File: config.mk
export PLATFORM = sky130hd
export DESIGN_NAME = vcc_control_regs
export DESIGN_NICKNAME = d
export VERILOG_FILES = /design/src/vcc_pkg.sv /design/src/vcc_tone_gen.sv /design/src/vcc_buzzer_pwm.sv /design/src/vcc_control_regs.sv
export VERILOG_INCLUDE_DIRS = /design/src
export SDC_FILE = /design/constraint.sdc
export NUM_CORES = 1
export LEC_CHECK = 0
export BUFFER_PORTS_ARGS = -buffer_cell sky130_fd_sc_hd__clkbuf_2
export CAP_MARGIN = 20
export CORE_ASPECT_RATIO = 1.2
export CORE_MARGIN = 1
export CORE_UTILIZATION = 35
export CTS_BUF_LIST = sky130_fd_sc_hd__clkbuf_4 sky130_fd_sc_hd__clkbuf_8
export DETAILED_ROUTE_END_ITERATION = 12
export PLACE_DENSITY = 0.52
export SYNTH_ARGS = -nofsm -noshare
export SYNTH_HDL_FRONTEND = slang
export SYNTH_SLANG_ARGS = --single-unit
File: constraint.sdc
create_clock -name clk_sys -period 8.55 [get_ports clk_sys]
set_input_delay 1.71 -clock clk_sys [delete_from_list [all_inputs] [get_ports clk_sys]]
set_output_delay 1.71 -clock clk_sys [all_outputs]
set_load 0.02 [all_outputs]
File: src/vcc_defs.svh
// Purpose: Offsets, field positions, reset values and timing counts
// Assumes: 20 MHz system clock, registers on a 32-bit Wishbone slave
// Notes: Byte address of a register is four times its index
`ifndef VCC_DEFS_SVH
`define VCC_DEFS_SVH

// Register indices (byte address = index * 4)
`define VCC_IDX_CLOCK_CODING 4'h0
`define VCC_IDX_INTERFACE 4'h1
`define VCC_IDX_RX_WORD 4'h2
`define VCC_IDX_TX_WORD 4'h3
`define VCC_IDX_ROUTING 4'h4
`define VCC_IDX_SIDETONE 4'h5
`define VCC_IDX_SPEAKER 4'h6
`define VCC_IDX_TONE_CTRL 4'h7
`define VCC_IDX_TONE_ONE 4'h8
`define VCC_IDX_TONE_TWO 4'h9
`define VCC_IDX_TEST_RANGE 4'hA
`define VCC_IDX_BUZZER 4'hB
`define VCC_IDX_TEST_MUX 4'hE
`define VCC_RST_VALUE 8'h00

// clock_coding_config fields
`define VCC_CLK_SEL_HI 7
`define VCC_CLK_SEL_LO 6
`define VCC_CODING_BIT 5
`define VCC_LAW_HI 4
`define VCC_LAW_LO 3
`define VCC_FRAME_FMT 2
`define VCC_SEVEN_BIT 1
`define VCC_DLOOP 0

// interface_control fields
`define VCC_TIM_DELAY 7
`define VCC_TIM_POL 6
`define VCC_LATCH 5
`define VCC_RX_HOST 4
`define VCC_TX_HOST 3
`define VCC_VOICE_EN 2
`define VCC_CHAN_SEL 1

// tone_control, test_range_control, buzzer_control fields
`define VCC_TONE1_EN 3
`define VCC_TONE2_EN 2
`define VCC_WAVE_SEL 1
`define VCC_POR_BIT 7
`define VCC_TXRX_LOOP 3
`define VCC_EXP_LOOP 2
`define VCC_RANGE_DBL 1
`define VCC_RANGE_HALF 0
`define VCC_BUZ_EN 7
`define VCC_BUZ_INV 6
`define VCC_DUTY_HI 5

// Timing and ratios
`define VCC_CLK_HZ 64'd20000000
`define VCC_GAP_BITS 2'd2
`define VCC_DIV_512K 3'd1
`define VCC_DIV_1536K 3'd3
`define VCC_DIV_2048K 3'd4
`define VCC_DIV_2560K 3'd5
// Tone unit period: f = code / period, period in microseconds
`define VCC_TONE_STD_US 64'd128000
`define VCC_TONE_HALF_US 64'd256000
`define VCC_TONE_DBL_US 64'd64000
`define VCC_TONE_STEP(us) ((64'd4294967296 * 64'd1000000) / ((us) * `VCC_CLK_HZ))
`endif

File: src/vcc_pkg.sv
// Purpose: Shared types of the voice codec control block
// Assumes: Nothing beyond the defs header
// Notes: Constants live in vcc_defs.svh
package vcc_pkg;
    typedef logic [7:0] vcc_byte_t;
    typedef enum logic [1:0] {
        VCC_RANGE_STD = 2'h0,
        VCC_RANGE_HALF = 2'h1,
        VCC_RANGE_DOUBLE = 2'h2,
        VCC_RANGE_BAD = 2'h3
    } vcc_range_t;
    typedef enum logic [2:0] {
        VCC_TIM_DELAYED = 3'h1,
        VCC_TIM_NORMAL = 3'h2,
        VCC_TIM_REVERSED = 3'h4
    } vcc_timing_t;
endpackage

File: src/vcc_tone_gen.sv
// Purpose: Two phase-accumulator tone sources, square or sine
// Assumes: Codes and range already aligned to a frame boundary
// Notes: Sine is a coarse 16-step table, enough for ring tones
`timescale 1ns/10ps
`include "vcc_defs.svh"
module vcc_tone_gen #(
    parameter int ACC_W = 32
) (
    // Clock and reset
    input wire logic clk_sys,
    input wire logic reset,
    // Control
    input wire logic tone1_on,
    input wire logic tone2_on,
    input wire logic sine_sel,
    input wire vcc_pkg::vcc_range_t range_sel,
    input wire vcc_pkg::vcc_byte_t freq1,
    input wire vcc_pkg::vcc_byte_t freq2,
    // Results
    output logic [8:0] sample,
    output logic sq2,
    output logic [6:0] phase1_hi
);
    import vcc_pkg::*;

    // Step constants are worked out for a 32-bit phase word only
    if (ACC_W != 32) begin : g_acc_check
        $error("vcc_tone_gen: steps assume a 32-bit accumulator");
    end

    logic [ACC_W-1:0] acc1_q;
    logic [ACC_W-1:0] acc2_q;
    logic [ACC_W-1:0] unit_step;
    logic [7:0] wave1;
    logic [7:0] wave2;

    function automatic logic [7:0] sine16(input logic [3:0] ph);
        logic [7:0] v;
        v = 8'h80;
        case (ph)
            4'h0: v = 8'h80;
            4'h1: v = 8'hB0;
            4'h2: v = 8'hDA;
            4'h3: v = 8'hF6;
            4'h4: v = 8'hFF;
            4'h5: v = 8'hF6;
            4'h6: v = 8'hDA;
            4'h7: v = 8'hB0;
            4'h8: v = 8'h80;
            4'h9: v = 8'h50;
            4'hA: v = 8'h26;
            4'hB: v = 8'h0A;
            4'hC: v = 8'h01;
            4'hD: v = 8'h0A;
            4'hE: v = 8'h26;
            default: v = 8'h50;
        endcase
        return v;
    endfunction

    // range scaling
    assign unit_step = (range_sel == VCC_RANGE_HALF) ?
        ACC_W'(`VCC_TONE_STEP(`VCC_TONE_HALF_US)) :
        (range_sel == VCC_RANGE_DOUBLE) ?
        ACC_W'(`VCC_TONE_STEP(`VCC_TONE_DBL_US)) :
        ACC_W'(`VCC_TONE_STEP(`VCC_TONE_STD_US));

    always_ff @(posedge clk_sys) begin
        if (reset || !tone1_on) begin
            acc1_q <= '0;
        end else begin
            acc1_q <= acc1_q + ACC_W'(unit_step * ACC_W'(freq1));
        end
        if (reset || !tone2_on) begin
            acc2_q <= '0;
        end else begin
            acc2_q <= acc2_q + ACC_W'(unit_step * ACC_W'(freq2));
        end
    end

    // waveform choice
    assign wave1 = sine_sel ? sine16(acc1_q[ACC_W-1 -: 4]) :
        {8{acc1_q[ACC_W-1]}};
    assign wave2 = sine_sel ? sine16(acc2_q[ACC_W-1 -: 4]) :
        {8{acc2_q[ACC_W-1]}};
    assign sq2 = acc2_q[ACC_W-1];
    assign phase1_hi = acc1_q[ACC_W-1 -: 7];

    // tone mixing
    assign sample = (tone1_on && tone2_on && !sine_sel) ?
            (sq2 ? {1'b0, wave1} : 9'h000) :
        (tone1_on && tone2_on) ? ({1'b0, wave1} + {1'b0, wave2}) :
        tone1_on ? {1'b0, wave1} :
        tone2_on ? {1'b0, wave2} : 9'h000;
endmodule

File: src/vcc_buzzer_pwm.sv
// Purpose: Buzzer pin driver, PWM of the first tone or a static level
// Assumes: phase_hi is the top 7 bits of the first tone phase
// Notes: Duty step is one part in 128 of the tone period
`timescale 1ns/10ps
module vcc_buzzer_pwm (
    // Clock and reset
    input wire logic clk_sys,
    input wire logic reset,
    // Control
    input wire logic buzz_en,
    input wire logic buzz_inv,
    input wire logic [5:0] duty,
    input wire logic am_on,
    // Tone phase
    input wire logic [6:0] phase_hi,
    input wire logic mod_level,
    // Pin
    output logic buzzer_pin
);
    logic pulse;
    logic shaped;
    logic buzz_d;

    // duty from field
    assign pulse = {1'b0, duty} > phase_hi;
    assign shaped = buzz_inv ? pulse : ~pulse;
    // enable, AM or static level
    assign buzz_d = !buzz_en ? ~buzz_inv :
        (am_on && !mod_level) ? 1'b0 : shaped;

    always_ff @(posedge clk_sys) begin
        if (reset) begin
            buzzer_pin <= 1'b1;
        end else begin
            buzzer_pin <= buzz_d;
        end
    end
endmodule

File: src/vcc_control_regs.sv
// Purpose: Control register bank of a low-power voice codec
// Assumes: Wishbone classic slave, 32-bit data, one clock
// Notes: Settings that shape the PCM stream apply at frame start
//
// Overview of operation
// Clock select bits set divider ratio
// Host picks clock before power-up command
// Coding bit: linear low, companded high
// Companded mode: law bits pick law
// Linear mode: law bits pick number format
// Frame format bit adds two-bit gap
// Seven-bit option drops PCM LSB
// Loopback returns received word on transmit
// Timing bits pick delayed, normal, reversed
// Latch pin is inverse of bit
// Receive host access swaps decoder source
// Transmit host access sends host word
// Voice disable stops decode, floats transmit
// Channel bit picks first or second slot
// Host keeps supply bit low
// Tone bits pick first, second, sum; with square waves the pair gives tone one gated by tone two
// Waveform bit: square low, sine high
// Tone frequency is code over range period
// Reset bit clears all registers
// Test bits enable two internal loops
// Buzzer pin: PWM tone or static level
// Duty is field times 1/128
// Host never sets both range bits
// Byte registers apply at frame boundary; the latch bit and the buzzer register act at once
//
// The Wishbone register port and the register addresses are this design's own decisions.
`timescale 1ns/10ps
`include "vcc_defs.svh"
module vcc_control_regs (
    // Clock and reset
    input wire logic clk_sys,
    input wire logic reset,
    // Wishbone slave
    input wire logic wb_cyc_i,
    input wire logic wb_stb_i,
    input wire logic wb_we_i,
    input wire logic [7:0] wb_adr_i,
    input wire logic [3:0] wb_sel_i,
    input wire logic [31:0] wb_dat_i,
    output logic [31:0] wb_dat_o,
    output logic wb_ack_o,
    // Frame timing pin
    input wire logic frame_sync_pin,
    // PCM words from the serial datapath
    input wire vcc_pkg::vcc_byte_t rx_word,
    input wire vcc_pkg::vcc_byte_t enc_word,
    // Decoder side
    output vcc_pkg::vcc_byte_t dec_word,
    output logic dec_valid,
    // Transmit side
    output vcc_pkg::vcc_byte_t tx_word,
    output logic tx_valid,
    output logic tx_lsb_oe_n,
    output logic tx_oe_n,
    // Interface configuration
    output logic [2:0] mclk_div_ratio,
    output logic coding_companded,
    output logic [1:0] law_format,
    output logic [1:0] frame_gap_bits,
    output vcc_pkg::vcc_timing_t timing_mode,
    output logic slot_select,
    output logic loop_tx_to_rx,
    output logic loop_expander,
    // Tone, latch and buzzer
    output logic [8:0] tone_sample,
    output logic latch_output_pin,
    output logic buzzer_pin
);
    import vcc_pkg::*;

    ////////////////////////////////////////////////////////////////////
    // Declarations
    ////////////////////////////////////////////////////////////////////
    vcc_byte_t reg_q [0:15];
    vcc_byte_t cfg0_q;
    vcc_byte_t cfg1_q;
    vcc_byte_t tone_ctl_q;
    vcc_byte_t tone1_q;
    vcc_byte_t tone2_q;
    vcc_byte_t range_q;
    logic sync1_q;
    logic sync2_q;
    logic sync3_q;
    logic frame_tick;
    logic ack_q;
    logic [31:0] rdat_q;
    logic take;
    logic wr_take;
    logic [3:0] idx;
    logic mapped;
    logic por_hit;
    logic cap_rx;
    vcc_byte_t rx_clean;
    vcc_byte_t dec_d;
    vcc_byte_t tx_d;
    logic voice_en;
    logic companded;
    logic seven_bit;
    logic loop_mode;
    logic rx_host;
    logic tx_host;
    logic [8:0] tone_d;
    logic [6:0] phase1_hi;
    logic sq2;
    vcc_range_t range_sel;
    vcc_timing_t timing_d;
    logic [2:0] div_d;

    function automatic logic is_mapped(input logic [3:0] i);
        return (i <= `VCC_IDX_BUZZER) || (i == `VCC_IDX_TEST_MUX);
    endfunction

    function automatic logic [2:0] div_ratio(input logic [1:0] sel);
        logic [2:0] r;
        r = `VCC_DIV_512K;
        case (sel)
            2'h0: r = `VCC_DIV_512K;
            2'h1: r = `VCC_DIV_1536K;
            2'h2: r = `VCC_DIV_2048K;
            default: r = `VCC_DIV_2560K;
        endcase
        return r;
    endfunction

    ////////////////////////////////////////////////////////////////////
    // Frame boundary from the sync pin
    ////////////////////////////////////////////////////////////////////
    // Pin is asynchronous: two stages before any edge logic
    always_ff @(posedge clk_sys) begin
        if (reset) begin
            sync1_q <= 1'b0;
            sync2_q <= 1'b0;
            sync3_q <= 1'b0;
        end else begin
            sync1_q <= frame_sync_pin;
            sync2_q <= sync1_q;
            sync3_q <= sync2_q;
        end
    end

    assign frame_tick = sync2_q & ~sync3_q;

    ////////////////////////////////////////////////////////////////////
    // Wishbone decode
    ////////////////////////////////////////////////////////////////////
    assign take = wb_cyc_i & wb_stb_i & ~ack_q;
    assign idx = wb_adr_i[5:2];
    assign mapped = (wb_adr_i[7:6] == 2'b00) && is_mapped(idx);
    // Only the low byte lane carries register data
    assign wr_take = take & wb_we_i & wb_sel_i[0] & mapped;
    // self-clearing reset bit
    assign por_hit = wr_take && (idx == `VCC_IDX_TEST_RANGE) &&
        wb_dat_i[`VCC_POR_BIT];

    always_ff @(posedge clk_sys) begin
        if (reset) begin
            ack_q <= 1'b0;
            rdat_q <= 32'h0000_0000;
        end else begin
            ack_q <= take;
            if (take && !wb_we_i) begin
                // Write-only word and holes read as zero
                rdat_q <= (mapped && idx != `VCC_IDX_TX_WORD) ?
                    {24'h000000, reg_q[idx]} : 32'h0000_0000;
            end
        end
    end

    assign wb_ack_o = ack_q;
    assign wb_dat_o = rdat_q;

    ////////////////////////////////////////////////////////////////////
    // Register file
    ////////////////////////////////////////////////////////////////////
    // capture into receive word unless host owns it
    assign cap_rx = frame_tick & voice_en & ~rx_host;

    always_ff @(posedge clk_sys) begin
        if (reset || por_hit) begin
            for (int i = 0; i < 16; i++) begin
                reg_q[i] <= `VCC_RST_VALUE;
            end
        end else begin
            if (wr_take) begin
                reg_q[idx] <= wb_dat_i[7:0];
            end
            // Captured word wins over a same-cycle host write
            if (cap_rx) begin
                reg_q[`VCC_IDX_RX_WORD] <= rx_clean;
            end
        end
    end

    ////////////////////////////////////////////////////////////////////
    // Frame-aligned working copies
    ////////////////////////////////////////////////////////////////////
    // apply at frame start
    always_ff @(posedge clk_sys) begin
        if (reset || por_hit) begin
            cfg0_q <= `VCC_RST_VALUE;
            cfg1_q <= `VCC_RST_VALUE;
            tone_ctl_q <= `VCC_RST_VALUE;
            tone1_q <= `VCC_RST_VALUE;
            tone2_q <= `VCC_RST_VALUE;
            range_q <= `VCC_RST_VALUE;
        end else if (frame_tick) begin
            cfg0_q <= reg_q[`VCC_IDX_CLOCK_CODING];
            cfg1_q <= reg_q[`VCC_IDX_INTERFACE];
            tone_ctl_q <= reg_q[`VCC_IDX_TONE_CTRL];
            tone1_q <= reg_q[`VCC_IDX_TONE_ONE];
            tone2_q <= reg_q[`VCC_IDX_TONE_TWO];
            range_q <= reg_q[`VCC_IDX_TEST_RANGE];
        end
    end

    ////////////////////////////////////////////////////////////////////
    // Decoded mode bits
    ////////////////////////////////////////////////////////////////////
    // voice enable
    assign voice_en = cfg1_q[`VCC_VOICE_EN];
    // coding selection
    assign companded = cfg0_q[`VCC_CODING_BIT];
    // only meaningful in companded mode
    assign seven_bit = cfg0_q[`VCC_SEVEN_BIT] & companded;
    assign loop_mode = cfg0_q[`VCC_DLOOP];
    assign rx_host = cfg1_q[`VCC_RX_HOST];
    assign tx_host = cfg1_q[`VCC_TX_HOST];
    // received LSB ignored
    assign rx_clean = seven_bit ? {rx_word[7:1], 1'b0} : rx_word;

    // timing selection
    assign timing_d = !cfg1_q[`VCC_TIM_DELAY] ? VCC_TIM_DELAYED :
        cfg1_q[`VCC_TIM_POL] ? VCC_TIM_REVERSED : VCC_TIM_NORMAL;
    // divider ratio
    assign div_d = div_ratio({cfg0_q[`VCC_CLK_SEL_HI],
        cfg0_q[`VCC_CLK_SEL_LO]});
    // a forbidden pair falls back to the standard range
    assign range_sel = vcc_range_t'({range_q[`VCC_RANGE_DBL],
        range_q[`VCC_RANGE_HALF]});

    ////////////////////////////////////////////////////////////////////
    // PCM word routing
    ////////////////////////////////////////////////////////////////////
    // host word replaces serial input at the decoder
    assign dec_d = rx_host ? reg_q[`VCC_IDX_RX_WORD] : rx_clean;
    // host word first, R8 loopback word next, encoder last
    assign tx_d = tx_host ? reg_q[`VCC_IDX_TX_WORD] :
        loop_mode ? reg_q[`VCC_IDX_RX_WORD] : enc_word;

    always_ff @(posedge clk_sys) begin
        if (reset) begin
            dec_word <= `VCC_RST_VALUE;
            dec_valid <= 1'b0;
            tx_word <= `VCC_RST_VALUE;
            tx_valid <= 1'b0;
        end else begin
            // no decode while disabled; R8 none in loopback
            dec_valid <= frame_tick & voice_en & ~loop_mode;
            tx_valid <= frame_tick & voice_en;
            if (frame_tick) begin
                dec_word <= dec_d;
            end
            // loopback word is the one captured this frame
            if (frame_tick && loop_mode && !tx_host) begin
                tx_word <= rx_clean;
            end else if (frame_tick) begin
                tx_word <= tx_d;
            end
        end
    end

    ////////////////////////////////////////////////////////////////////
    // Configuration outputs
    ////////////////////////////////////////////////////////////////////
    always_ff @(posedge clk_sys) begin
        if (reset) begin
            tx_oe_n <= 1'b1;
            tx_lsb_oe_n <= 1'b1;
            mclk_div_ratio <= `VCC_DIV_512K;
            coding_companded <= 1'b0;
            law_format <= 2'b00;
            frame_gap_bits <= 2'd0;
            timing_mode <= VCC_TIM_DELAYED;
            slot_select <= 1'b0;
            loop_tx_to_rx <= 1'b0;
            loop_expander <= 1'b0;
        end else begin
            // transmit floats while voice is disabled
            tx_oe_n <= ~voice_en;
            // transmit LSB left floating
            tx_lsb_oe_n <= ~voice_en | seven_bit;
            mclk_div_ratio <= div_d;
            coding_companded <= companded;
            // law choice; R5 number format, same two bits
            law_format <= {cfg0_q[`VCC_LAW_HI], cfg0_q[`VCC_LAW_LO]};
            // gap between the two slots
            frame_gap_bits <= cfg0_q[`VCC_FRAME_FMT] ?
                `VCC_GAP_BITS : 2'd0;
            timing_mode <= timing_d;
            // bearer slot choice
            slot_select <= cfg1_q[`VCC_CHAN_SEL];
            // internal test loops
            loop_tx_to_rx <= range_q[`VCC_TXRX_LOOP];
            loop_expander <= range_q[`VCC_EXP_LOOP];
        end
    end

    ////////////////////////////////////////////////////////////////////
    // Latch pin and tone output
    ////////////////////////////////////////////////////////////////////
    // Latch follows the written bit at once, frames or not
    always_ff @(posedge clk_sys) begin
        if (reset) begin
            latch_output_pin <= 1'b1;
            tone_sample <= 9'h000;
        end else begin
            // inverse of latch bit
            latch_output_pin <= ~reg_q[`VCC_IDX_INTERFACE][`VCC_LATCH];
            tone_sample <= tone_d;
        end
    end

    ////////////////////////////////////////////////////////////////////
    // Tone generator and buzzer
    ////////////////////////////////////////////////////////////////////
    vcc_tone_gen #(
        .ACC_W(32)
    ) u_tone (
        .clk_sys(clk_sys),
        .reset(reset),
        .tone1_on(tone_ctl_q[`VCC_TONE1_EN]),
        .tone2_on(tone_ctl_q[`VCC_TONE2_EN]),
        .sine_sel(tone_ctl_q[`VCC_WAVE_SEL]),
        .range_sel(range_sel),
        .freq1(tone1_q),
        .freq2(tone2_q),
        .sample(tone_d),
        .sq2(sq2),
        .phase1_hi(phase1_hi)
    );

    // Buzzer settings act at once so the pin works with frames stopped
    vcc_buzzer_pwm u_buzz (
        .clk_sys(clk_sys),
        .reset(reset),
        .buzz_en(reg_q[`VCC_IDX_BUZZER][`VCC_BUZ_EN]),
        .buzz_inv(reg_q[`VCC_IDX_BUZZER][`VCC_BUZ_INV]),
        .duty(reg_q[`VCC_IDX_BUZZER][`VCC_DUTY_HI:0]),
        .am_on(tone_ctl_q[`VCC_TONE2_EN]),
        .phase_hi(phase1_hi),
        .mod_level(sq2),
        .buzzer_pin(buzzer_pin)
    );
endmodule

## Word level (Yosys, flattened, before mapping)

Memories as Yosys holds them, arrays and structs flattened. A register that Yosys moved wholly into a read port is not among the register bits.
Index checks and enable logic that the tools add are counted.

- Flip-flop bits (word level): 153
- Memory bits (writable): 128
- Memory bits (read-only): 256
- Input port bits: 66
- Output and inout port bits: 78
- Logic and storage cells: 128
- Memories: 3

- $add $sub $neg: 3
- $mul: 2
- $lt $le $gt $ge: 2
- Equal/unequal tests: 8
- Muxes and demuxes: 36
- Bitwise operators: 24
- Reduce and logical (&&, ||, !) cells: 25

Memories:

| memory | depth | bits a word | read ports | clocked after Yosys merged registers in | wr ports | RTL line | text |
|---|---|---|---|---|---|---|---|
| (name not given) | 16 | 8 | 1 | 1 | 0 | vcc_tone_gen.sv:40 | `case (ph)` |
| (name not given) | 16 | 8 | 1 | 1 | 0 | vcc_tone_gen.sv:40 |  |
| reg_q | 16 | 8 | 10 | 5 | 16 | vcc_control_regs.sv:79 | `vcc_byte_t reg_q [0:15];` |

Operator list:

| kind | number |
|---|---|
| 2-to-1 mux 8 bit | 13 |
| adder 32 bit | 2 |
| multiplier 32 x 8 -> 32 bit | 2 |
| 2-to-1 mux 32 bit | 1 |
| 2-to-1 mux 9 bit | 2 |
| 2-to-1 mux 1 bit | 13 |
| AND 1 bit | 12 |
| == test 4 bit (second input constant) | 3 |
| 2-to-1 mux 12 bit | 1 |
| 2-to-1 mux 4 bit | 3 |
| logical AND 1 bit | 10 |
| NOT 1 bit | 10 |
| adder 8 x 8 -> 9 bit | 1 |
| case mux 3 bit (3 select lines) | 1 |
| OR reduction 8 bit | 1 |
| greater-than comparator 6 x 7 -> 1 bit | 1 |
| logical NOT 1 bit | 6 |
| == test 2 x 1 -> 1 bit (second input constant) | 2 |
| == test 2 bit (second input constant) | 2 |
| less-or-equal comparator 4 bit (second input constant) | 1 |
| logical NOT 2 bit | 2 |
| logical OR 1 bit | 4 |
| inequality test 4 x 2 -> 1 bit (second input constant) | 1 |
| 2-to-1 mux 3 bit | 1 |
| 4 further kinds | 5 |

## Longest topological paths before layout

Gate-level depths: netlist of run 1.

- Depth in word-level cells: 15
- Depth in mapped cells: 27
- Depth with buffers taken out: 25

## Cells and area by module

A second synthesis of run 1 with hierarchy kept.

- Cells, all modules: 1995
- Area total of the unflattened synthesis: 19899.1 µm²

By module, submodules not included:

| module | times used | cells each | area an instance (µm²) | sequential area each (µm²) |
|---|---|---|---|---|
| vcc_tone_gen | 1 | 1209 | 10457.5 | 1601.5 |
| vcc_control_regs | 1 | 758 | 9226.3 | 5685.5 |
| vcc_buzzer_pwm | 1 | 28 | 215.2 | 20.0 |

## Worst setup path before layout of run 1

OpenSTA, ideal clock, no wires.

- Path type: reg2reg
- Start: register range_q[0] (read register of reg_q)
- End: register (tool-made name)
- Setup time: 0.121 ns
- Arrival time: 5.806 ns
- Data required time: 8.429 ns
- Slack: 2.623 ns
- Cell stages (with the launch flop): 24
- Path buffers: 1
- Period minus slack after synthesis: 5.927 ns
- Cell sequence: dfxtp_1 -> inv_1 -> ha_1 -> inv_1 -> clkbuf_1 -> nand2_1 -> fa_1 -> inv_1 -> fa_1 -> fa_1 -> inv_1 -> fa_1 -> inv_1 -> ha_1 -> o21ai_0 -> o21ai_0 -> o221ai_2 -> o221a_4 -> o21ai_0 -> mux2i_1 -> inv_1 -> ha_1 -> mux2_4 -> mux2_4

RTL lines:

| item | RTL line | text |
|---|---|---|
| start, declared | vcc_control_regs.sv:85 | `vcc_byte_t range_q;` |

==> run summary, run 1 <==
result of the run: complete, no violations
drt wl/cell: 16.9 um
Slew Limit Fails: 0
GPL Wtd Cong: 0.852
min-delay src: cfg0_q[7]$_SDFFE_PP0P_
final hold vios: 0
routed via count: 13823
mux contribution to synthesized area: 6.37%
most common cell after layout, fill and taps aside: inv_1
crit path max fanout: 32
setup TNS: 0 ns
die span in y: 263 um
CTS root buf: clkbuf_8
DRC: 0
Nets: 2415
Slew HR: 37.1%
Via-to-Cell Ratio: 4.83
register area share after synthesis: 36.7%
Area contributors post-synth: edfxtp_1 19%, dfxtp_1 17%, fa_1 13%, ha_1 8.5%, inv_1 5.8%
Cell Rows: 95
clk buf depth: 3
first-pass GRT wire length: 78.4 mm
# clock sinks: 301
Crit Path Class: reg -> reg
post-detailed-route count of antenna-violating nets: 0
Post-synth EDFFs: 128
Async SR Flop Fraction: 0%
Synth Area in XOR/XNOR: 1.54%
total track usage: 17.3%
cts bufs inserted: 55
Synth top area share: 19.3%
critical path arrival: 7.71 ns
Static Leakage: 10.1 nW
pin count of the biggest net entering global routing: 66
hold_buf cts: 0
number of global-route vias before repair: 14508
Syn Area/Cell: 10.1 sq um
largest family of logic cells by synthesized area: adder cells
library cells used by synthesis: 93
Final Skew: 0.0640 ns
Peak supply drop: 0.139 mV
RSZ-0062 raised after global routing: no
cell area after synthesis: 0.0199 sq mm
Core ar.: 0.0561 sq mm
dominant synthesized flop cell: dfxtp_1
Hold Path End: mclk_div_ratio[1]$_SDFF_PP0_
DP HPWL: 36.4 mm
Die Wd: 220 um
Max Cap Viol: 0
CTS tree: yes
total gr overflow: 0
P&R area growth vs syn: 12.1%
post_cts resized: 0
Fmax: 140 MHz
reg-to-reg setup timing slack: 1.43 ns
Setup Fix Bufs, Post-CTS: 0
Die ar.: 0.0579 sq mm
total power: 0.00334 W
drt first-iter violations: 632
share of cells above drive strength 1: 14.2%
fillcell total: 5565
Worst Setup Start Kind: flop
clock-pin slew on the worst setup and hold paths: 0.06 ns
Worst Hold Class: reg -> reg
CTS H-tree depth: 2
worst reg-to-reg path cell count: 21
Port Buffers: 89
initial antenna violation count: 0
synthesized-area fraction occupied by adder cells: 21.5%
Initial Util: 35.5%
period utilization: 83.3%
Synth Instances: 1978
Synth Area in Compound Gates: 9.79%
most frequent cells in the layout: 307 x inv_1, 175 x nand2_1, 173 x dfxtp_1
Synth warnings: 0
1st-pass router iterations: 5
Worst Tran Pin Value: 0.944 ns
I/O pins: 144
Final Critical Period: 7.12 ns
required time of the critical path: 9.14 ns
area leader, netlist: edfxtp_1
#FFs+latches synth: 301
clk_lat worst skew: 0.68 ns
Hold Path Stages: 1
worst r2r src: range_q[0]$_SDFFE_PP0P_
setup violators final: 0
Routed WL: 48.4 mm
CP Capture Type: flop
Synth Area in Simple Gates: 15.9%
PD cells: 149 mW/mm^2
Hold WS: 0.445 ns
==> cell type report <==
cell class                      instances  area (sq um)  share of cell area [%]
Antenna cell                            1          2.50                  0.0112
Clock buffer                           94          1140                    5.09
Clock inverter                         10          91.3                   0.409
Inverter                              307          1150                    5.16
Multi-Input combinational cell       1318         11200                    50.1
Sequential cell                       301          7310                    32.7
Tap cell                              727           910                    4.07
Timing Repair Buffer                  101           536                    2.40
==> per-layer routing <==
| metal | routed length [um] | up-vias | track usage (%) |
|---|---|---|---|
| met5 | 0 | - | 0 |
| met1 | 20600 | 6814 | 21.3 |
| li1 | - | 6698 | - |
| met3 | 1540 | 80 | 2.59 |
| met4 | 1300 | 0 | 5.27 |
| met2 | 24900 | 231 | 30.7 |
==> stage by stage <==
stage | instance area (sq um) | setup WS, ns | instances | util [%]
after floorplan | 20100 | 2.62 | 2027 | -
after global placement | 21100 | 1.49 | 2754 | 37.6
after detailed placement | 21100 | 1.35 | 2754 | 37.6
after CTS | 22300 | 1.36 | 2858 | 39.8
after global routing | 22300 | 0.961 | 2858 | 39.8
final | 22300 | 1.43 | 2859 | 39.8
==> registers in the layout, indices dropped and copies added (netlist names), 4 cells and up, named ones only <==
name / count
cfg0_q: 8
cfg1_q: 6
dec_word: 8
range_q: 4
reg_q: 128
tone1_q: 8
tone2_q: 8
tone_sample: 9
tx_word: 8
u_tone.acc1_q: 32
u_tone.acc2_q: 32
wb_dat_o: 8
==> cell usage after synthesis, drive strengths merged (4+ instances only) <==
master / instances
nand3b: 5
mux2i: 39
mux2: 4
o21a: 13
o21ai: 50
buf: 40
dfxtp: 173
o31a: 4
nor3b: 7
nand4: 4
or3b: 4
nand2b: 47
a21boi: 4
a2111oi: 4
nand2: 176
o211ai: 9
or2: 16
a21oi: 93
clkbuf: 61
xnor2: 15
nor2b: 38
a211oi: 27
a22oi: 12
o21bai: 8
o221ai: 4
nand3: 16
nor2: 104
a22o: 10
ha: 135
a21o: 18
a31oi: 4
mux4: 36
edfxtp: 128
inv: 307
fa: 130
and2: 140
xor2: 20
nor3: 26
and3: 10
==> worst max-delay path by stage <==
stage,end,cells after the start,slack (ns),start
6_report,flop,21,1.43,range_q[0]$_SDFFE_PP0P_
5_1_grt,flop,21,0.96,range_q[0]$_SDFFE_PP0P_
4_1_cts,flop,21,1.36,range_q[0]$_SDFFE_PP0P_
3_5_place_dp,flop,21,1.35,range_q[0]$_SDFFE_PP0P_
3_3_place_gp,flop,21,1.49,range_q[0]$_SDFFE_PP0P_
2_1_floorplan,flop,23,2.62,range_q[0]$_SDFFE_PP0P_
==> cell families after synthesis <==
family          count (synthesis)
other cells                     1
fa+ha+maj                     265
xor+xnor                       35
buf+inv                       408
simple gates                  606
mux                            79
flops                         301
compound gates                283
==> critical path, cell delays in order, from the launching register on <==
cell       delay [ns]
dfxtp_1          0.37
inv_1            0.08
ha_1             0.91
nor2b_1          0.23
fa_1             0.56
inv_1            0.05
fa_1             0.53
inv_1            0.07
fa_1             0.47
inv_1            0.05
fa_1             0.49
inv_1            0.04
ha_1             0.37
a2111oi_4        0.44
a211oi_2         0.16
o21ai_1          0.48
a211oi_1         0.19
mux2i_1          0.66
inv_1            0.23
ha_1             0.27
mux2_2           0.27
mux2i_1          0.13
==> power breakdown <==
part           leakage (nW)  total [W]  internal [W]  switching (W)
Clock                 0.665    0.00150      0.000847       0.000650
Sequential             2.69    0.00156       0.00154      0.0000259
Combinational          6.76   0.000276      0.000102       0.000174
Note: power is estimated with default switching activity, not from simulation.
==> run 2: changes to the inputs <==
- clock period: 8.55 -> 6.9 ns (I/O delays scaled with it)
==> run summary, run 2 (same netlist as run 1, synthesis figures left out) <==
Slew Limit Fails: 0 (unchanged)
most frequent cells in the layout: 307 x inv_1, 175 x nand2_1, 173 x dfxtp_1 (unchanged)
I/O pins: 144 (unchanged)
Largest register FFs: 128 (unchanged)
cts bufs inserted: 53 (was 55)
Static Leakage: 10.1 nW (about the same)
Die Wd: 220 um (unchanged)
Cell Rows: 95 (unchanged)
Setup Fix Bufs, Post-CTS: 0 (unchanged)
Worst Setup Start Kind: flop (unchanged)
Final Skew: 0.0415 ns (was 0.0640 ns)
GRT Max-Usage Layer: met2 (unchanged)
clock-pin slew on the worst setup and hold paths: 0.06 ns (about the same)
sequential power share: 46.7% (was 46.9%)
P&R area growth vs syn: 12.2% (was 12.1%)
Final Worst Setup Slack: 0.514 ns (was 1.43 ns)
CTS root buf: clkbuf_8 (unchanged)
required time of the critical path: 7.44 ns (was 9.14 ns)
Regs by FF count: reg_q: 128 flops, u_tone.acc1_q: 32 flops, u_tone.acc2_q: 32 flops (unchanged)
GR Layer Usage met2: 30.8% (was 30.7%)
sw frac: 25.4% (was 25.5%)
Nets: 2420 (was 2415)
DP HPWL: 36.6 mm (was 36.4 mm)
setup violators final: 0 (unchanged)
Die ar.: 0.0579 sq mm (unchanged)
Fmax: 157 MHz (was 140 MHz)
fillcell total: 5621 (was 5565)
first-pass GRT wire length: 77.9 mm (was 78.4 mm)
total gr overflow: 0 (unchanged)
internal power: 0.00309 W (was 0.00249 W)
part of the power in combinational logic: 8.3% (about the same)
die span in y: 263 um (unchanged)
Initial Util: 35.5% (unchanged)
DRC: 0 (unchanged)
Max Cap Viol: 0 (unchanged)
1st-pass router iterations: 5 (unchanged)
most common cell after layout, fill and taps aside: inv_1 (unchanged)
period utilization: 92.6% (was 83.3%)
hold_buf cts: 0 (unchanged)
CP Capture Type: flop (unchanged)
pre-CTS setup slack: 0.209 ns (was 1.35 ns)
Net Sw Power: 0.00105 W (was 0.000850 W)
Biggest register: reg_q (unchanged)
post-detailed-route count of antenna-violating nets: 0 (unchanged)
drt first-iter violations: 477 (was 632)
drt wl/cell: 17.0 um (was 16.9 um)
pin count of the biggest net entering global routing: 66 (unchanged)
Port Buffers: 89 (unchanged)
share of cells above drive strength 1: 14.1% (was 14.2%)
total power: 0.00415 W (was 0.00334 W)
result of the run: complete, no violations (unchanged)
Core ar.: 0.0561 sq mm (unchanged)
Via-to-Cell Ratio: 4.82 (was 4.83)
Worst Hold Class: reg -> reg (unchanged)
# clock sinks: 301 (unchanged)
PD cells: 186 mW/mm^2 (was 149 mW/mm^2)
GPL Wtd Cong: 0.866 (was 0.852)
initial antenna violation count: 0 (unchanged)
Worst Tran Pin Value: 0.906 ns (was 0.944 ns)
setup TNS: 0 ns (unchanged)
total track usage: 17.4% (was 17.3%)
GRT met3 Usage: 2.58% (was 2.59%)
Routed WL: 48.8 mm (was 48.4 mm)
Peak supply drop: 0.150 mV (was 0.139 mV)
Crit Path Class: reg -> reg (unchanged)
number of global-route vias before repair: 14252 (was 14508)
crit path max fanout: 17 (was 32)
routed via count: 13806 (was 13823)
clk_lat worst skew: 0.65 ns (was 0.68 ns)
final hold vios: 0 (unchanged)
Slew HR: 39.5% (was 37.1%)
Hold WS: 0.449 ns (was 0.445 ns)
Final Critical Period: 6.39 ns (was 7.12 ns)
RSZ-0062 raised after global routing: no (unchanged)
clock group share of total power: 45.0% (was 44.9%)
clk buf depth: 3 (unchanged)
grt met1 use: 21.2% (was 21.3%)
CTS H-tree depth: 2 (unchanged)
CTS tree: yes (unchanged)
critical path arrival: 6.92 ns (was 7.71 ns)
post_cts resized: 0 (unchanged)
## run 2: worst paths after layout
check	depth (start not counted)	start	to	slack, ns
min reg2reg	1	sync1_q$_SDFF_PP0_	sync2_q$_SDFF_PP0_	0.45
max	22	range_q[0]$_SDFFE_PP0P_	flop	0.51
min	1	sync1_q$_SDFF_PP0_	sync2_q$_SDFF_PP0_	0.45
max reg2reg	22	range_q[0]$_SDFFE_PP0P_	flop	0.51
## run 2: per-stage QoR
step	instance area (sq um)	std cells	util [%]
floorplan	20100	2027	-
global placement	21100	2761	37.7
detailed placement	21100	2761	37.7
CTS	22400	2861	39.8
global route	22400	2861	39.8
finish	22400	2862	39.8
## run 2: per-layer routing
metal  part of all wire [%]  vias up  routed length (um)
li1                       -     6684                   -
met3                    3.3       98                1620
met2                     52      233               25200
met5                      0        -                   0
met1                     42     6791               20500
met4                    3.0        0                1450
## run 2: final cells by class
cell class                 instances  area [sq um]  share of cell area [%]
clock buffer                      82          1020                    4.54
clock inverter                    18           193                   0.862
timing repair buffer             108           588                    2.63
multi-input combinational       1318         11200                    50.0
inverter                         307          1150                    5.15
sequential                       301          7310                    32.7
antenna                            1          2.50                  0.0112
tap                              727           910                    4.07
## run 2: power by group through the flow
stage | Sequential [W] | Clock, W | Combinational (W)
2_1_floorplan | 0.00197 | 0 | 0.000245
6_report | 0.00194 | 0.00187 | 0.000345
3_3_place_gp | 0.00197 | 0 | 0.000344
4_1_cts | 0.00194 | 0.00193 | 0.000350
3_5_place_dp | 0.00197 | 0 | 0.000347
5_1_grt | 0.00194 | 0.00200 | 0.000383
## run 2: critical path: stages, from the launching register on
cell	delay (ns)
dfxtp_1	0.37
inv_1	0.08
ha_1	0.50
buf_4	0.29
nand2b_1	0.21
fa_1	0.56
inv_1	0.06
fa_1	0.49
fa_1	0.49
inv_1	0.05
fa_1	0.52
inv_1	0.05
ha_1	0.35
o21ai_0	0.13
o21ai_0	0.21
o221ai_2	0.16
o221a_4	0.32
o21ai_0	0.26
mux2i_1	0.29
inv_1	0.11
ha_1	0.22
mux2_4	0.27
mux2_4	0.26
